**config.mk**
```make
export PLATFORM = sky130hd
export DESIGN_NAME = ifd_decode_ea
export DESIGN_NICKNAME = d
export VERILOG_FILES = /design/src/rtl/ifd_pkg.sv /design/src/rtl/ifd_decode_ea.sv
export VERILOG_INCLUDE_DIRS = /design/src /design/src/rtl
export SDC_FILE = /design/constraint.sdc
export NUM_CORES = 1
export LEC_CHECK = 0
export BUFFER_PORTS_ARGS = -buffer_cell sky130_fd_sc_hd__buf_4
export CORE_AREA = 2 2 116 146
export DETAILED_ROUTE_END_ITERATION = 8
export DIE_AREA = 0 0 118 148
export MAX_ROUTING_LAYER = met4
export PLACE_DENSITY = 0.77
export SETUP_SLACK_MARGIN = 0.15
export SLEW_MARGIN = 30
export SYNTH_ARGS = -nofsm -noshare
export SYNTH_HDL_FRONTEND = slang
export SYNTH_SLANG_ARGS = --single-unit
```
**constraint.sdc**
```tcl
create_clock -name CORE_CLK_I -period 3.1 [get_ports CORE_CLK_I]
set_input_delay 0.465 -clock CORE_CLK_I [delete_from_list [all_inputs] [get_ports CORE_CLK_I]]
set_output_delay 0.465 -clock CORE_CLK_I [all_outputs]
set_load 0.005 [all_outputs]
```
**src/rtl/ifd_regs.svh**
```systemverilog
// Purpose: Constants for the instruction field decoder and address unit
// Assumes: 36-bit words, bit 0 is the most significant
// Notes: Bit numbers below are LSB-based vector indices
`ifndef IFD_REGS_SVH
`define IFD_REGS_SVH
`define IFD_OP_HI 35
`define IFD_OP_LO 27
`define IFD_AC_HI 26
`define IFD_AC_LO 23
`define IFD_IND_BIT 22
`define IFD_X_HI 21
`define IFD_X_LO 18
`define IFD_Y_HI 17
`define IFD_Y_LO 0
`define IFD_IO_HI 35
`define IFD_IO_LO 33
`define IFD_DEV_HI 32
`define IFD_DEV_LO 26
`define IFD_IOOP_HI 25
`define IFD_IOOP_LO 23
`define IFD_XOP_HI 35
`define IFD_XOP_LO 23
`define IFD_EXTEND_OP 9'h053
`define IFD_IO_MARK 3'h7
`define IFD_FAST_TOP 18'h0000F
`define IFD_WORD_ZERO 36'h000000000
`define IFD_HALF_ZERO 18'h00000
`endif

```
**src/rtl/ifd_pkg.sv**
```systemverilog
// Purpose: Types shared by the decoder and its partners
// Assumes: Constants come from ifd_regs.svh
// Notes: Types only
package ifd_pkg;
	typedef logic [35:0] ifd_word_t;
	typedef logic [17:0] ifd_half_t;
	typedef struct packed {
		logic [8:0] opcode;
		logic [3:0] ac;
		logic indirect;
		logic [3:0] index_sel;
		logic [17:0] addr;
	} ifd_fields_s;
	typedef struct packed {
		logic io_instr;
		logic [6:0] device;
		logic [2:0] io_op;
		logic [12:0] wide_op;
		logic [3:0] flags;
	} ifd_variant_s;
	typedef struct packed {
		logic [17:0] ea;
		logic [17:0] imm;
		logic fast_mem;
		logic extended;
		logic [8:0] ext_op;
		logic trap;
	} ifd_result_s;
endpackage : ifd_pkg

```
**src/rtl/ifd_decode_ea.sv**
```systemverilog
// Purpose: Instruction field decode and effective address calculation
// Assumes: Single section, 18-bit addressing; memory answers with a one-cycle valid
// Notes: Pager off, all addresses physical
`timescale 1ns/1ps
`default_nettype none
`include "ifd_regs.svh"

// How it works
// - opcode top nine bits, accumulator next four
// - bit 13 indirect, 14-17 index, 18-35 address
// - variants: flag bits or thirteen-bit opcode
// - unassigned opcode traps as monitor operation
// - three leading ones mark old IO
// - old IO: device 3-9, op 10-12
// - no indirect, no index: address unchanged
// - index right half added to address
// - indirect chains fetch until flag clear
// - arithmetic wraps within eighteen bits
// - address computed for every instruction
// - indirect flag means indirect address always
// - immediate mode uses result as operand
// - address done before any other action
// - unlabeled read bits return zero
// - extend opcode fetches second word at result
// - second word gets its own address
// - unassigned extended codes trap as monitor
// - paging off, addresses used physically
// - fast memory addresses skip translation
module ifd_decode_ea
	import ifd_pkg::*;
(
	// Clock and reset
	input wire logic CORE_CLK_I,
	input wire logic RESET_N_I,
	// Instruction issue
	input wire logic START_I,
	input wire ifd_word_t INSTR_I,
	output logic BUSY_O,
	// Opcode legality from execute stage tables
	input wire logic OP_ASSIGNED_I,
	input wire logic XOP_ASSIGNED_I,
	// Index register file
	output logic [3:0] INDEX_SEL_O,
	input wire ifd_half_t INDEX_RH_I,
	// Memory fetch path
	output logic MEM_REQ_O,
	output ifd_half_t MEM_ADDR_O,
	input wire logic MEM_VALID_I,
	input wire ifd_word_t MEM_DATA_I,
	// Execute stage
	output logic DONE_O,
	output ifd_fields_s FIELDS_O,
	output ifd_variant_s VARIANT_O,
	output ifd_result_s RESULT_O,
	output ifd_half_t VMA_O
);

	// ************************************************************
	// Decode helpers
	// ************************************************************
	function automatic ifd_fields_s split_word(input ifd_word_t w);
		ifd_fields_s f;
		f.opcode = w[`IFD_OP_HI:`IFD_OP_LO];
		f.ac = w[`IFD_AC_HI:`IFD_AC_LO];
		f.indirect = w[`IFD_IND_BIT];
		f.index_sel = w[`IFD_X_HI:`IFD_X_LO];
		f.addr = w[`IFD_Y_HI:`IFD_Y_LO];
		return f;
	endfunction : split_word

	// Carry out of bit 18 is simply dropped
	function automatic ifd_half_t add_half(input ifd_half_t a, input ifd_half_t b);
		logic [18:0] s;
		s = {1'b0, a} + {1'b0, b};
		return s[17:0];
	endfunction : add_half

	typedef enum logic [2:0] {S_IDLE, S_INDEX, S_FETCH, S_WAIT, S_EXT, S_DONE} ifd_state_e;

	ifd_state_e state_r;
	ifd_word_t instr_r;
	ifd_word_t addr_word_r;
	logic second_r;
	logic [3:0] xsel_r;
	ifd_half_t ea_r;
	ifd_half_t mod_addr;
	ifd_fields_s aw;

	assign aw = split_word(addr_word_r);
	// Index 0 contributes nothing
	assign mod_addr = (aw.index_sel == 4'h0) ? aw.addr :
		add_half(aw.addr, INDEX_RH_I);

	// ************************************************************
	// Address sequencer
	// ************************************************************
	// Instruction word is latched at start and reloaded only with the second word of an extend; later INSTR_I values cannot reach it
	always_ff @(posedge CORE_CLK_I or negedge RESET_N_I) begin
		if (!RESET_N_I) begin
			state_r <= S_IDLE;
			instr_r <= `IFD_WORD_ZERO;
			addr_word_r <= `IFD_WORD_ZERO;
			second_r <= 1'b0;
			ea_r <= `IFD_HALF_ZERO;
		end else begin
			unique case (state_r)
				S_IDLE: begin
					if (START_I) begin
						instr_r <= INSTR_I;
						addr_word_r <= INSTR_I;
						second_r <= 1'b0;
						state_r <= S_INDEX;
					end
				end
				S_INDEX: begin
					ea_r <= mod_addr;
					if (aw.indirect) begin
						state_r <= S_FETCH;
					end else begin
						state_r <= S_EXT;
					end
				end
				S_FETCH: begin
					state_r <= S_WAIT;
				end
				S_WAIT: begin
					if (MEM_VALID_I) begin
						addr_word_r <= MEM_DATA_I;
						state_r <= S_INDEX;
					end
				end
				S_EXT: begin
					// First-word result addresses the second word
					if (!second_r && split_word(instr_r).opcode == `IFD_EXTEND_OP) begin
						second_r <= 1'b1;
						state_r <= S_FETCH;
					end else begin
						state_r <= S_DONE;
					end
				end
				S_DONE: begin
					state_r <= S_IDLE;
				end
			endcase
			// Second word arrives: decode it and compute its own address
			if (state_r == S_WAIT && MEM_VALID_I && second_r && !aw.indirect) begin
				instr_r <= MEM_DATA_I;
			end
		end
	end

	// Accumulator of the first word is kept for extended forms
	always_ff @(posedge CORE_CLK_I or negedge RESET_N_I) begin
		if (!RESET_N_I) begin
			xsel_r <= 4'h0;
		end else if (START_I && state_r == S_IDLE) begin
			xsel_r <= INSTR_I[`IFD_AC_HI:`IFD_AC_LO];
		end
	end

	// ************************************************************
	// Outputs
	// ************************************************************
	ifd_fields_s f1;
	ifd_word_t sec_word;
	logic is_ext;
	assign is_ext = second_r;
	assign sec_word = instr_r;
	assign f1 = split_word(instr_r);

	assign BUSY_O = (state_r != S_IDLE);
	assign INDEX_SEL_O = aw.index_sel;
	assign MEM_REQ_O = (state_r == S_FETCH);
	// Pager off: computed address goes out as physical
	assign MEM_ADDR_O = ea_r;
	assign VMA_O = ea_r;
	assign DONE_O = (state_r == S_DONE);

	// After the second fetch instr_r holds the whole second word; AC stays in xsel_r
	always_ff @(posedge CORE_CLK_I or negedge RESET_N_I) begin
		if (!RESET_N_I) begin
			FIELDS_O <= '0;
			VARIANT_O <= '0;
			RESULT_O <= '0;
		end else if (state_r == S_EXT && !(!second_r && f1.opcode == `IFD_EXTEND_OP)) begin
			FIELDS_O <= '{opcode: f1.opcode, ac: is_ext ? xsel_r : f1.ac,
				indirect: f1.indirect, index_sel: f1.index_sel, addr: f1.addr};
			VARIANT_O.io_instr <= (sec_word[`IFD_IO_HI:`IFD_IO_LO] == `IFD_IO_MARK) && !is_ext;
			VARIANT_O.device <= sec_word[`IFD_DEV_HI:`IFD_DEV_LO];
			VARIANT_O.io_op <= sec_word[`IFD_IOOP_HI:`IFD_IOOP_LO];
			VARIANT_O.wide_op <= sec_word[`IFD_XOP_HI:`IFD_XOP_LO];
			VARIANT_O.flags <= sec_word[`IFD_AC_HI:`IFD_AC_LO];
			RESULT_O.ea <= ea_r;
			RESULT_O.imm <= ea_r;
			// Fast memory bypasses translation straight from the address register
			RESULT_O.fast_mem <= (ea_r <= `IFD_FAST_TOP);
			RESULT_O.extended <= is_ext;
			// Unlabeled result bits stay zero
			RESULT_O.ext_op <= is_ext ? f1.opcode : 9'h000;
			RESULT_O.trap <= is_ext ? !XOP_ASSIGNED_I : !OP_ASSIGNED_I;
		end
	end

endmodule : ifd_decode_ea
`default_nettype wire

```
==> results.yml <==
yosys:
  ys.flop_type: "dfrtp_1"
  synth_edf_count: 0
  synthSimpleGateAreaFrac: 0.2006
  synth_top_family_by_area: "simple AND/OR/NAND/NOR gates"
  synth_area_leader_cell: "dfrtp_1"
  synthAdderAreaFrac: 0.02952
  syn_area_sq_mm: 0.007884
  synth_compound_area_frac: 0.1246
  synth_warnings: 0
  syn_inst: 871
  avgSynthCellArea_sq_um: 9.051
  synth_top_area_share: 0.4952
  synth_seq_cells: 156
  seq_area_frac_synth: 0.4952
  netlist-cell-type-count: 54
  muxShareOfSynthArea: 0.05031
  async_flop_share: 1.000
  ys_top_cells_by_area: "dfrtp_1 (50%), nand2_1 (15%), buf_4 (6.4%), mux2i_1 (4.3%), a22oi_1 (3.7%)"
  syn-num-nets: 985
  synthXorXnorAreaFrac: 0.01222
layout:
  areaGrowthSynthToFinish_pct: 27.63
  drive_above_1_share: 0.2966
  fin_area_sq_mm: 0.01006
  multiInputGateArea_sq_mm: 0.003302
  num_antenna_cells: 0
  fin_util: 0.6261
  seq_area_sq_mm: 0.003904
  instances_no_fill: 1278
  nFillCells: 1405
  layout.nets: 1163
timing:
  finalCritPeriodShare: 0.7755
  skew_ns: 0.009235
  fin_hold_ws_ns: 0.04060
  final-hold-violation-count: 0
  rsz0062_at_grt: "no"
  finalSetupViolCount: 0
  max_slew_margin: 0.4674
  fmax_mhz: 416.0
  period_needed_ns: 2.404
  fin_setup_tns_ns: 0
  maxSlewViolCount: 0
  setup_ws_ns: 0.6960
  tightest_slew_ns: 0.7970
floorplan:
  die_w_um: 118
  io_pins: 251
  core-area_sq_mm: 0.01607
  die_y_um: 148
  initial_core_util: 0.4906
  dieArea_sq_mm: 0.01746
  rows: 52
run:
  maxCapViolations: 0
cts:
  cts_setup_buffers: 0
  cts_made_buffers: 17
  cts_tree: "built"
  cts_resized: 0
  clk_pin_slew_ns: 0.06
  holdBufCountCts: 0
  htreeDepth: 4
  clk_latency_ns: 0.42
  root_buffer: "clkbuf_16"
  cts_max_path_buffers: 2
  cts_sinks: 156
pwr:
  totalPowerFinal_mw: 10.03
  ir_drop_v: 0.0005066
  pwr_density_cell_mw_per_mm2: 996.8
  power_leakage_nw: 5.198
drt:
  drcViolationCount: 0
  first_pass_iters: 5
  drt-initial-drc-count: 391
  routed_wl_mm: 20.67
  route.vias.total: 6536
  ant_nets: 0
  vias_per_cell: 5.114
  routedWlPerCell_um: 16.18
setup_path:
  crit_required_ns: 3.39
  arrival_ns: 2.69
  crit_start: "addr_word_r[0]"
  worstSetupPathType: "reg -> reg"
  crit_fanout: 3
  reg2reg_from: "addr_word_r[0]"
  slowest_delay_ns: 0.44
  crit_top_cell: "o21ai_1"
  reg2reg_setup_slack_ns: 0.70
  startpoint_type: "register"
  cp_num_buf_inv: 0
  slowest_stage: "a211oi_1"
  path_cells: "ha_1 -> fa_1 -> a211oi_1 -> o21a_1 -> o31a_1 -> o21ai_1 -> xnor2_1 -> o21ai_1"
  end_kind: "register"
  crit_family: "compound AO/OA/AOI/OAI gates"
global_route:
  grt_use_total: 0.2474
  antenna_found_initial: 0
  grt_start_max_net_pins: 75
  grt_pass1_vias: 6330
  gr-total-overflow: 0
  grt_pass1_wl_mm: 33.33
place:
  place.gp.congestion: 0.9228
  place_area_sq_mm: 0.009513
  portBuffers: 250
  pre_cts_ws_ns: 0.5233
  hpwl_mm: 15.36
  place_inst: 1246
min_path:
  hold_class: "in -> async"
outcome:
  outcome: "finished, final reports clean"
==> synthesized netlist by cell type, types with 5 or more instances <==
master,number
mux2_2,5
mux2i_1,34
xnor2_1,8
ha_1,17
nor3_1,6
a22oi_1,39
nor2b_1,5
buf_4,67
nor2_1,19
a21oi_1,21
o21ai_1,39
nand3_1,15
nand2_1,310
dfrtp_1,156
o21ai_0,17
and2_1,5
clkbuf_1,17
buf_2,21
==> cells by family after synthesis <==
group	count (synthesis)
flops	156
xor+xnor	11
mux	39
compound gates	152
buf+inv	110
simple gates	385
fa+ha+maj	18
==> report_power, final <==
part / switching (mW) / total [mW] / leakage (nW) / internal (mW)
sequential: 0.807 / 3.71 / 1.97 / 2.90
clock: 0.826 / 1.94 / 0.269 / 1.11
combinational: 2.22 / 4.39 / 2.96 / 2.17
==> per-layer routing <==
layer	wire [um]	track usage
met5	0	-
met4	344	0.07892
met3	936	0.04552
met1	9088	0.3139
met2	10310	0.4044
==> final timing paths <==
path,to,cells after the start
setup / recovery,MEM_ADDR_O[14],8
hold / removal,FIELDS_O[11],1
setup reg to reg,MEM_ADDR_O[14],8
hold reg to reg,FIELDS_O[3],2
max in group asynchronous,FIELDS_O[20],2
min in group CORE_CLK_I,f1[25],3
==> registers in the layout (all words and copies together), names as in the netlist <==
name	count
f1	36
FIELDS_O	36
RESULT_O	30
VARIANT_O	5
addr_word_r	23
is_ext	1
MEM_ADDR_O	18
xsel_r	4
state_r	3
==> area by class of cell <==
type	instances	share of cell area
Multi-Input combinational cell	605	0.3282
Clock buffer	23	0.04850
Inverter	5	0.001865
Tap cell	216	0.02686
Sequential cell	156	0.3880
Clock inverter	9	0.006093
Timing Repair Buffer	264	0.2006
==> layout by cell type, fill, tap and decap left out, types with 2 or more instances in the layout <==
master and n:
a211o_1 2, o21a_1 3, or4_1 2, clkinv_2 4, nor2b_1 5, nand2b_1 2
clkbuf_1 2, mux2_2 5, nand2_1 309, nand4_1 4, o211ai_1 3, clkinv_4 2
and2_1 4, xnor2_1 8, and3_1 3, clkbuf_16 17, nor2_1 19, a21oi_1 21
ha_1 17, buf_4 260, dfrtp_1 156, a22oi_1 39, o22ai_1 2, nor3_1 6
xor2_1 3, o21bai_1 4, o21ai_1 39, nor4_1 3, a211oi_1 4, nand3_1 15
clkinvlp_4 2, mux2i_1 34, inv_1 4, a21o_1 4, o2111ai_1 2, clkbuf_8 4
o21ai_0 17, buf_12 2, a31oi_1 3
No activity file was read; power rests on OpenSTA's default activity.
